`config.mk`:
```
export PLATFORM = sky130hd
export DESIGN_NAME = supply_source_manager
export DESIGN_NICKNAME = d
export VERILOG_FILES = /design/src/verilog/supply_source_pkg.sv /design/src/verilog/input_sync3.sv /design/src/verilog/supply_source_manager.sv
export VERILOG_INCLUDE_DIRS = /design/src /design/src/verilog
export SDC_FILE = /design/constraint.sdc
export NUM_CORES = 1
export LEC_CHECK = 0
export BUFFER_PORTS_ARGS = -buffer_cell sky130_fd_sc_hd__buf_2
export CORE_ASPECT_RATIO = 0.9
export CORE_UTILIZATION = 52
export DETAILED_ROUTE_END_ITERATION = 8
export PLACE_DENSITY = 0.75
export SETUP_SLACK_MARGIN = 0.2
export SLEW_MARGIN = 30
export SYNTH_ARGS = -nofsm -noshare
export SYNTH_HDL_FRONTEND = slang
export SYNTH_HIERARCHICAL = 1
export SYNTH_SLANG_ARGS = --single-unit
export TNS_END_PERCENT = 1
```
`constraint.sdc`:
```
create_clock -name mclk -period 1.7 [get_ports mclk]
set_input_delay 0.255 -clock mclk [delete_from_list [all_inputs] [get_ports mclk]]
set_output_delay 0.255 -clock mclk [all_outputs]
set_load 0.05 [all_outputs]
```
`src/verilog/supply_source_manager_defines.svh`:
```
/*
 Timing constants for the core supply source manager.
 Assumes the 40 MHz clock on mclk.
*/
`ifndef SUPPLY_SOURCE_MANAGER_DEFINES_SVH
`define SUPPLY_SOURCE_MANAGER_DEFINES_SVH

// ********************************************
// Timing
// ********************************************
`define SSM_CLK_PERIOD_PS 25000
`define SSM_HOLDOFF_NS 700000
`define SSM_HOLDOFF_CYCLES ((`SSM_HOLDOFF_NS * 1000 + `SSM_CLK_PERIOD_PS - 1) / `SSM_CLK_PERIOD_PS)
`define SSM_STARTUP_NS 50000
`define SSM_STARTUP_CYCLES ((`SSM_STARTUP_NS * 1000 + `SSM_CLK_PERIOD_PS - 1) / `SSM_CLK_PERIOD_PS)

`endif

```
`src/verilog/supply_source_pkg.sv`:
```
/*
 Types shared by the supply source manager files.
 Assumes nothing beyond a SystemVerilog compiler.
*/
package supply_source_pkg;
	// ********************************************
	// Supply states
	// ********************************************
	typedef enum logic [1:0] {
		SUPPLY_OFF = 2'b00,
		SUPPLY_FIELD = 2'b01,
		SUPPLY_HOST = 2'b10,
		SUPPLY_HOLD = 2'b11
	} supplyState_t;

	typedef struct packed {
		logic coreOff;
		logic fieldSwitch;
		logic hostSwitch;
	} supplySel_t;

	typedef struct packed {
		logic fieldPowerGood;
		logic slaveSelectN;
		logic memWriteBusy;
	} supplyIn_t;
endpackage : supply_source_pkg
```
`src/verilog/input_sync3.sv`:
```
/*
 Three-stage synchroniser with agreement filter.
 Assumes a level input from outside the mclk domain.
*/
`timescale 1ns/100ps
`default_nettype none
module input_sync3 #(
	parameter logic RESET_VALUE = 1'b0
) (
	input wire logic mclk,
	input wire logic arst_n,
	input wire logic din,
	output logic dout
);
	logic [2:0] stage_reg;
	logic [2:0] stage_next;
	logic out_reg;
	logic out_next;

	always_comb begin
		stage_next = {stage_reg[1:0], din};
		// Only stages two and three are looked at, never the first
		out_next = (stage_reg[1] == stage_reg[2]) ? stage_reg[2] : out_reg;
	end

	always_ff @(posedge mclk or negedge arst_n) begin
		if (!arst_n) begin
			stage_reg <= {3{RESET_VALUE}};
			out_reg <= RESET_VALUE;
		end else begin
			stage_reg <= stage_next;
			out_reg <= out_next;
		end
	end

	assign dout = out_reg;
endmodule : input_sync3
`default_nettype wire

```
`src/verilog/supply_source_manager.sv`:
```
/*
 Core supply source selection: off, field rail or host serial rail.
 Assumes mclk is an always-running timebase and the switches are external.
*/
// Functional notes
// No field, select high: core disconnected
// Field power good connects field rail
// Field rail preferred; host rail fallback
// Host switch only without field, select low
// Host switch held 0.7ms after release
// Host switch held through memory writes
// Host waits 50us before first clock
// Host limits itself to memory, registers
// Power-good detector has hysteresis, analog
// Serial side has 32-byte buffer
// Memory reachable from both sides
// Hold-off counted from always-on timebase
`timescale 1ns/100ps
`default_nettype none
`include "supply_source_manager_defines.svh"
module supply_source_manager #(
	parameter int HOLDOFF_CYCLES = `SSM_HOLDOFF_CYCLES,
	parameter int STARTUP_CYCLES = `SSM_STARTUP_CYCLES,
	parameter int BUFFER_BYTES = 32
) (
	input wire logic mclk,
	input wire logic arst_n,
	input wire logic fieldPowerGood,
	input wire logic slaveSelectN,
	input wire logic memWriteBusy,
	output supply_source_pkg::supplySel_t supplySel,
	output logic coreReady,
	output logic [7:0] bufferDepth
);
	localparam int CW = $clog2(HOLDOFF_CYCLES + STARTUP_CYCLES + 2);

	// ********************************************
	// Input conditioning
	// ********************************************
	supply_source_pkg::supplyIn_t syncIn;

	// Clean field indication
	input_sync3 #(.RESET_VALUE(1'b0)) u_syncField (
		.mclk(mclk),
		.arst_n(arst_n),
		.din(fieldPowerGood),
		.dout(syncIn.fieldPowerGood)
	);

	input_sync3 #(.RESET_VALUE(1'b1)) u_syncSelect (
		.mclk(mclk),
		.arst_n(arst_n),
		.din(slaveSelectN),
		.dout(syncIn.slaveSelectN)
	);

	// Write busy comes from logic on mclk
	assign syncIn.memWriteBusy = memWriteBusy;

	// ********************************************
	// State machine
	// ********************************************
	supply_source_pkg::supplyState_t state_reg;
	supply_source_pkg::supplyState_t state_next;
	logic [CW-1:0] count_reg;
	logic [CW-1:0] count_next;
	supply_source_pkg::supplySel_t sel_reg;
	supply_source_pkg::supplySel_t sel_next;
	logic ready_reg;
	logic ready_next;

	function automatic supply_source_pkg::supplySel_t selFor(
		input supply_source_pkg::supplyState_t st);
		supply_source_pkg::supplySel_t s;
		s = '{coreOff: 1'b1, fieldSwitch: 1'b0, hostSwitch: 1'b0};
		case (st)
			supply_source_pkg::SUPPLY_FIELD: begin
				s = '{coreOff: 1'b0, fieldSwitch: 1'b1, hostSwitch: 1'b0};
			end
			supply_source_pkg::SUPPLY_HOST, supply_source_pkg::SUPPLY_HOLD: begin
				s = '{coreOff: 1'b0, fieldSwitch: 1'b0, hostSwitch: 1'b1};
			end
			default: begin
				s = '{coreOff: 1'b1, fieldSwitch: 1'b0, hostSwitch: 1'b0};
			end
		endcase
		return s;
	endfunction : selFor

	always_comb begin
		state_next = state_reg;
		count_next = count_reg;
		ready_next = ready_reg;
		case (state_reg)
			supply_source_pkg::SUPPLY_OFF: begin
				ready_next = 1'b0;
				// Field rail first
				if (syncIn.fieldPowerGood) begin
					state_next = supply_source_pkg::SUPPLY_FIELD;
					ready_next = 1'b1;
				// Host rail on select low
				end else if (!syncIn.slaveSelectN) begin
					state_next = supply_source_pkg::SUPPLY_HOST;
					count_next = '0;
				end
			end
			supply_source_pkg::SUPPLY_FIELD: begin
				// Field lost: host rail if select low, else core off
				if (!syncIn.fieldPowerGood) begin
					ready_next = 1'b0;
					if (!syncIn.slaveSelectN) begin
						state_next = supply_source_pkg::SUPPLY_HOST;
						count_next = '0;
					end else begin
						state_next = supply_source_pkg::SUPPLY_OFF;
					end
				end
			end
			supply_source_pkg::SUPPLY_HOST: begin
				// Buffer charge time before core ready
				if (count_reg < CW'(STARTUP_CYCLES)) begin
					count_next = count_reg + CW'(1);
				end else begin
					ready_next = 1'b1;
				end
				// Field rail takes over when available
				if (syncIn.fieldPowerGood) begin
					state_next = supply_source_pkg::SUPPLY_FIELD;
					ready_next = 1'b1;
				end else if (syncIn.slaveSelectN && !syncIn.memWriteBusy) begin
					state_next = supply_source_pkg::SUPPLY_HOLD;
					count_next = '0;
				end
			end
			default: begin
				// Hold-off counted on mclk
				count_next = count_reg + CW'(1);
				if (syncIn.fieldPowerGood) begin
					state_next = supply_source_pkg::SUPPLY_FIELD;
					ready_next = 1'b1;
				// Reuse switch if select returns
				end else if (!syncIn.slaveSelectN || syncIn.memWriteBusy) begin
					// Write keeps host rail
					state_next = supply_source_pkg::SUPPLY_HOST;
				end else if (count_reg >= CW'(HOLDOFF_CYCLES - 1)) begin
					state_next = supply_source_pkg::SUPPLY_OFF;
					ready_next = 1'b0;
				end
			end
		endcase
		sel_next = selFor(state_next);
	end

	always_ff @(posedge mclk or negedge arst_n) begin
		if (!arst_n) begin
			state_reg <= supply_source_pkg::SUPPLY_OFF;
			count_reg <= '0;
			sel_reg <= '{coreOff: 1'b1, fieldSwitch: 1'b0, hostSwitch: 1'b0};
			ready_reg <= 1'b0;
		end else begin
			state_reg <= state_next;
			count_reg <= count_next;
			sel_reg <= sel_next;
			ready_reg <= ready_next;
		end
	end

	// Buffer size reported to serial side
	assign bufferDepth = 8'(BUFFER_BYTES);
	assign supplySel = sel_reg;
	assign coreReady = ready_reg;

	// ********************************************
	// Checks
	// ********************************************
	int holdCnt;
	always_ff @(posedge mclk or negedge arst_n) begin
		if (!arst_n) begin
			holdCnt <= 0;
		end else if (sel_reg.hostSwitch && syncIn.slaveSelectN && !memWriteBusy) begin
			holdCnt <= holdCnt + 1;
		end else begin
			holdCnt <= 0;
		end
	end
endmodule : supply_source_manager
`default_nettype wire

```
==> results.py, run 1 <==
metrics = {
    "grt": {
        "antenna_found_initial": 0,
        "grt_pass1_vias": 1245,
        "top_usage_layer": "met2",
        "grt_pass1_wl_um": 5710,
        "use_met2_pct": 39.0,
        "met3_usage_pct": 6.51,
        "grt_use_met1_pct": 33.0,
        "grt_max_degree": 30,
        "grt_overflow_total": 0,
        "grtUsageTotal_pct": 25.3,
    },
    "route": {
        "routed_wl_um": 3840,
        "drc_errors": 0,
        "vias": 1392,
        "wl_per_cell_um": 15.6,
        "drtIter0Drc": 78,
        "vias_per_cell": 5.66,
        "first_pass_iters": 4,
        "antenna_left": 0,
    },
    "timing": {
        "relSlewSlack_pct": 58.3,
        "period_minus_slack_ns": 1.95,
        "setup_ws_ns": -0.254,
        "clock.fmax_mhz": 512,
        "rsz0062_at_grt": "yes",
        "final-hold-violation-count": 0,
        "setup_viol": 18,
        "fin_crit_sh_pct": 115,
        "tightestPinTransition_ns": 0.626,
        "fin_skew_ns": 0.00784,
        "final-max-slew-violation-count": 0,
        "finalSetupTns_ns": -1.52,
    },
    "placement": {
        "routabilityCongestion": 0.841,
        "hpwlAfterDp_um": 2510,
        "place_ws_ns": -0.171,
        "port_buffers": 8,
        "placed_cells": 233,
    },
    "run_status": {
        "violations": "negative setup slack",
        "status": "complete, but fails checks",
    },
    "cts": {
        "cts_made_buffers": 5,
        "clockBufferDepth": 2,
        "clk_pin_slew_ns": 0.09,
        "cts_tree": "built",
        "cts_root_buf": "clkbuf_4",
        "cts.sink_count": 29,
        "ctsHtreeMaxLevel": 2,
        "clock_latency_ns": 0.34,
    },
    "synth": {
        "synth_top_family_by_area": "compound AO/OA/AOI/OAI gates",
        "async_reset_ff_share_pct": 100,
        "synth_compound_area_share_pct": 21.5,
        "syn_avg_cell_area_um2": 10.1,
        "yosys_warnings": 6,
        "ys_seq_elements": 29,
        "synthTopCellsByArea": "dfrtp_1, dfstp_2, buf_4, ha_1, xor2_1",
        "synth_common_cells": "dfrtp_1, nor2_1, a21oi_1, buf_4, xor2_1",
        "yosys.area.top_type": "dfrtp_1",
        "synthAdderAreaFrac_pct": 5.24,
        "netlist.area_leader.share_pct": 37.0,
        "synth_edf_count": 0,
        "synth_xor_area_share_pct": 4.32,
        "syn_area_um2": 1620,
        "yosys-mux-area-fraction_pct": 0.617,
        "synthFlopType": "dfrtp_1",
        "synth.most_common_cell": "dfrtp_1",
        "synth_cell_types": 47,
        "synthCells": 161,
        "ys_seq_area_share_pct": 45.1,
        "synth-simple-area-share_pct": 15.6,
    },
    "floorplan": {
        "die_x_um": 60.9,
        "start_util_pct": 56.7,
        "fp.dieH_um": 55.0,
        "core-area_um2": 2860,
        "num_io_pins": 17,
        "std_cell_rows": 18,
        "die_area_um2": 3350,
    },
    "min_path": {
        "hold_depth": 0,
        "min-delay-path-class": "reg2reg",
        "hp-start": "u_syncSelect/stage_reg[0]",
    },
    "final_layout": {
        "fin_nets": 215,
        "synthToLayoutAreaGrowth_pct": 30.8,
        "utilization_pct": 74.2,
        "fin_cells": 246,
        "drive_gt1_share_pct": 40.8,
        "largest_register_ff_count": 15,
        "diodes": 0,
    },
    "job": {
        "max-cap-violations": 0,
    },
    "pwr": {
        "powerDensity_nw_per_um2": 1470,
        "leakage_nw": 0.960,
        "peakVddDrop_v": 0.000999,
    },
    "worst_setup_path": {
        "cp_max_fo": 4,
        "cpPeakStageDelay_ns": 0.44,
        "rr_worst_depth": 8,
        "startpoint": "state_reg[0]",
        "crit_path_end_kind": "flop",
        "cp_cell_sequence": "inv_1, ha_2, or3_4, a21oi_4, nor2_2, a221oi_2, inv_1, nor2_1",
        "critPathKind": "reg2reg",
        "worstReg2RegStart": "state_reg[0]",
        "crit_slowest_cell": "dfrtp_2",
        "critPathArrivalTime_ns": 2.22,
        "required_ns": 1.97,
        "critPathMostFrequentCell": "inv_1",
        "startpoint_type": "flop",
    },
}
## layout by cell type (no fill, tap or decap), types with 3 or more instances in the layout
cell type / n
dlygate4sd3_1: 3
nand2_1: 6
o21ai_0: 4
xor2_1: 7
clkbuf_4: 5
buf_4: 33
a21oi_1: 6
inv_1: 4
buf_2: 8
conb_1: 8
o2111ai_1: 4
nor2_1: 15
nor2b_1: 4
and4_1: 3
a21oi_2: 3
o211ai_1: 3
dfstp_2: 5
dfrtp_1: 23
## timing repair
action / CTS / global route
setup buffers: 1 / 1
cloned: 0 / 0
hold buffers: 1 / 2
hold endpoints to repair: 24 / 2
pin swaps: 7 / 8
resized for setup: 10 / 10
endpoints found under the setup margin: 21 / 21
## critical path: cells and delay by family (launching register included)
kind	cells	cell delay, ns
adders and majority gates	1	0.21
AOI/OAI and AO/OA	2	0.50
DFF	1	0.44
and+or+nand+nor	3	0.54
buffers and inverters	2	0.19
## power breakdown
| group | total, mW | switching (mW) | internal (mW) |
|---|---|---|---|
| Combinational | 1.63 | 0.945 | 0.685 |
| Clock | 0.605 | 0.256 | 0.349 |
| Sequential | 0.882 | 0.0723 | 0.810 |
| Total | 3.12 | 1.27 | 1.84 |
## layout make-up
class,count,area (µm²)
Multi-Input combinational cell,118,891
Fill cell,221,738
Sequential cell,29,733
Timing Repair Buffer,46,340
Clock buffer,6,51.3
Tap cell,40,50.0
Clock inverter,2,37.5
Inverter,5,18.8
## final timing paths
path                                                  end  slack [ns]
worst max-delay path                         supplySel[2]       -0.25
worst min-delay path            u_syncSelect/stage_reg[1]        0.36
worst max register to register               supplySel[2]       -0.25
worst min register to register  u_syncSelect/stage_reg[1]        0.36
max in group asynchronous                    state_reg[0]        0.79
min in group asynchronous                    count_reg[1]        0.46
## metal layers
layer	wire [µm]	share of wire [%]
met1	1710	45
met2	1830	48
met3	192	5.0
met4	104	2.7
met5	0	0
## kinds of logic after synthesis
kind of cell,Yosys count
AOI/OAI and AO/OA,48
xor gates and xnor gates,8
adders and majority gates,7
buffers and inverters,20
DFF,29
muxes,1
other,2
and+or+nand+nor,46
## per-stage QoR
step           power, mW  instance area [µm²]  hold slack [ns]
2_1_floorplan       1.82                 1670          -0.0406
3_3_place_gp        2.21                 1900            0.302
3_5_place_dp        2.26                 1900            0.313
4_1_cts             2.94                 2050          0.00183
5_1_grt             3.26                 2120            0.373
6_report            3.12                 2120            0.365
Power figures use the tool's default switching activity.
==> run 2: changes to the inputs <==
--- a/config.mk
+++ b/config.mk
@@ -10,6 +10,7 @@
 export CORE_ASPECT_RATIO = 0.9
 export CORE_UTILIZATION = 52
 export DETAILED_ROUTE_END_ITERATION = 8
+export MAX_ROUTING_LAYER = met4
 export PLACE_DENSITY = 0.75
 export SETUP_SLACK_MARGIN = 0.2
 export SLEW_MARGIN = 30
==> run 2 against run 1 <==
Compared with the run above:
- the run still ends with negative setup slack left
- die area is the same
- non-clock buffer count grew 2
- via count rose by 0.29%
- sequential cell count unchanged
- count of clock-buffer cells in the layout stayed put
- critical path depth unchanged
- final area rose by 2.0%
- global-route usage fell by 1.0 points
- wire length down 0.68%
- worst setup slack improved by 0.097 ns
- utilization is 1.5 points higher
==> results.py, run 2 (same netlist as run 1, synthesis figures left out) <==
metrics = {
    "floorplan": {
        "start_util_pct": 56.7,
        "die_area_um2": 3350,
        "die_x_um": 60.9,
        "std_cell_rows": 18,
        "core-area_um2": 2860,
        "fp.dieH_um": 55.0,
        "num_io_pins": 17,
    },
    "final_layout": {
        "final_common_cell": "buf_4",
        "diodes": 0,
        "drive_gt1_share_pct": 41.8,
        "fin_nets": 217,
        "utilization_pct": 75.7,
        "layout_common_cells": "buf_4, dfrtp_1, nor2_1",
        "largest_register_ff_count": 15,
        "fin_cells": 248,
        "synthToLayoutAreaGrowth_pct": 33.4,
    },
    "pwr": {
        "peakVddDrop_v": 0.000897,
        "leakage_nw": 0.983,
        "powerDensity_nw_per_um2": 1480,
    },
    "worst_setup_path": {
        "crit_slowest_cell": "dfrtp_1",
        "rr_worst_depth": 8,
        "reg2reg_to": "supplySel[2]",
        "reg2reg_slack_ns": -0.16,
        "required_ns": 1.97,
        "cpPeakStageDelay_ns": 0.41,
        "worstReg2RegStart": "state_reg[1]",
        "crit_path_end_kind": "flop",
        "cp_max_fo": 3,
        "worst-path-buf-inv": 2,
        "cp_cell_sequence": "inv_2, ha_4, or3_4, a21oi_4, nor2_2, a221oi_2, inv_1, nor2_1",
        "critPathArrivalTime_ns": 2.13,
        "startpoint_type": "flop",
        "cp_top_family": "simple AND/OR/NAND/NOR gates",
        "critPathKind": "reg2reg",
    },
    "timing": {
        "period_minus_slack_ns": 1.86,
        "final-max-slew-violation-count": 0,
        "worst_hold_slack_ns": 0.360,
        "rsz0062_at_grt": "yes",
        "relSlewSlack_pct": 58.3,
        "final-hold-violation-count": 0,
        "clock.fmax_mhz": 538,
        "tightestPinTransition_ns": 0.625,
        "setup_ws_ns": -0.157,
        "fin_skew_ns": 0.00370,
        "fin_crit_sh_pct": 109,
        "setup_viol": 18,
    },
    "placement": {
        "routabilityCongestion": 0.875,
        "port_buffers": 8,
        "placed_cells": 232,
        "hpwlAfterDp_um": 2390,
        "place_ws_ns": -0.123,
    },
    "cts": {
        "cts.sink_count": 29,
        "cts_root_buf": "clkbuf_4",
        "clk_pin_slew_ns": 0.10,
        "clockBufferDepth": 2,
        "ctsHtreeMaxLevel": 2,
        "clock_latency_ns": 0.33,
        "cts_tree": "built",
        "cts_made_buffers": 5,
    },
    "grt": {
        "antenna_found_initial": 0,
        "grt_max_degree": 30,
        "grtUsageTotal_pct": 24.3,
        "grt_overflow_total": 0,
        "grt_pass1_vias": 1241,
        "grt_pass1_wl_um": 5550,
    },
    "route": {
        "drtIter0Drc": 66,
        "routed_wl_um": 3810,
        "vias": 1396,
        "drc_errors": 0,
        "vias_per_cell": 5.63,
        "wl_per_cell_um": 15.4,
        "antenna_left": 0,
        "first_pass_iters": 4,
    },
    "run_status": {
        "status": "complete, but fails checks",
        "violations": "negative setup slack",
    },
    "min_path": {
        "min-delay-path-class": "reg2reg",
        "hp-start": "u_syncField/stage_reg[0]",
        "hold_depth": 0,
        "holdPathEnd": "u_syncField/stage_reg[1]",
    },
    "job": {
        "max-cap-violations": 0,
    },
}
run 2: changes by cell type in the layout (fill, tap and decap cells not counted), moves of 2 or more:
cell,before,now
a21oi_1,6,8
a21oi_2,3,1
and4_1,3,5
and4_4,2,0
run 2: stage by stage:
step | area (µm²) | setup TNS, ns | total power [mW]
finish | 2160 | -1.54 | 3.21
global route | 2160 | -2.52 | 3.38
CTS | 2070 | -1.26 | 2.97
detailed placement | 1910 | -1.28 | 2.29
global placement | 1910 | -0.687 | 2.24
floorplan | 1670 | -0.897 | 1.82
run 2: what timing repair did:
item                                    in CTS  in global routing
cloned                                       0                  0
hold buffers                                 2                  1
pin swaps                                    7                 12
setup buffers                                1                  4
endpoints found under the setup margin      21                 21
gates resized for setup                     13                 11
hold endpoints to repair                    25                  1
run 2: worst max path at each step:
stage | from | cells past startpoint | end
CTS | count_reg[14] | 5 | count_reg[10]
global route | state_reg[1] | 8 | supplySel[2]
global placement | state_reg[0] | 7 | count_reg[10]
floorplan | state_reg[1] | 8 | supplySel[2]
finish | state_reg[1] | 8 | supplySel[2]
detailed placement | state_reg[0] | 7 | count_reg[10]
run 2: cell type report:
| type | count | area (µm²) |
|---|---|---|
| flip-flops and latches | 29 | 733 |
| inverters | 5 | 18.8 |
| well taps | 40 | 50.0 |
| clock buffers | 6 | 51.3 |
| fillers | 185 | 696 |
| clock inverters | 2 | 37.5 |
| repair buffers | 48 | 372 |
| multi-input cells | 118 | 902 |
run 2: metal layers:
layer,global-route usage (%),vias up,part of all wire [%]
li1,-,672,-
met2,39.6,37,49
met5,-,-,0
met3,6.98,6,3.5
met1,29.9,681,47
met4,6.82,0,1.1
run 2: where the power goes:
| group | switching [mW] | internal, mW |
|---|---|---|
| sequential | 0.0709 | 0.810 |
| clock | 0.260 | 0.349 |
| combinational | 0.944 | 0.771 |
| total | 1.27 | 1.93 |
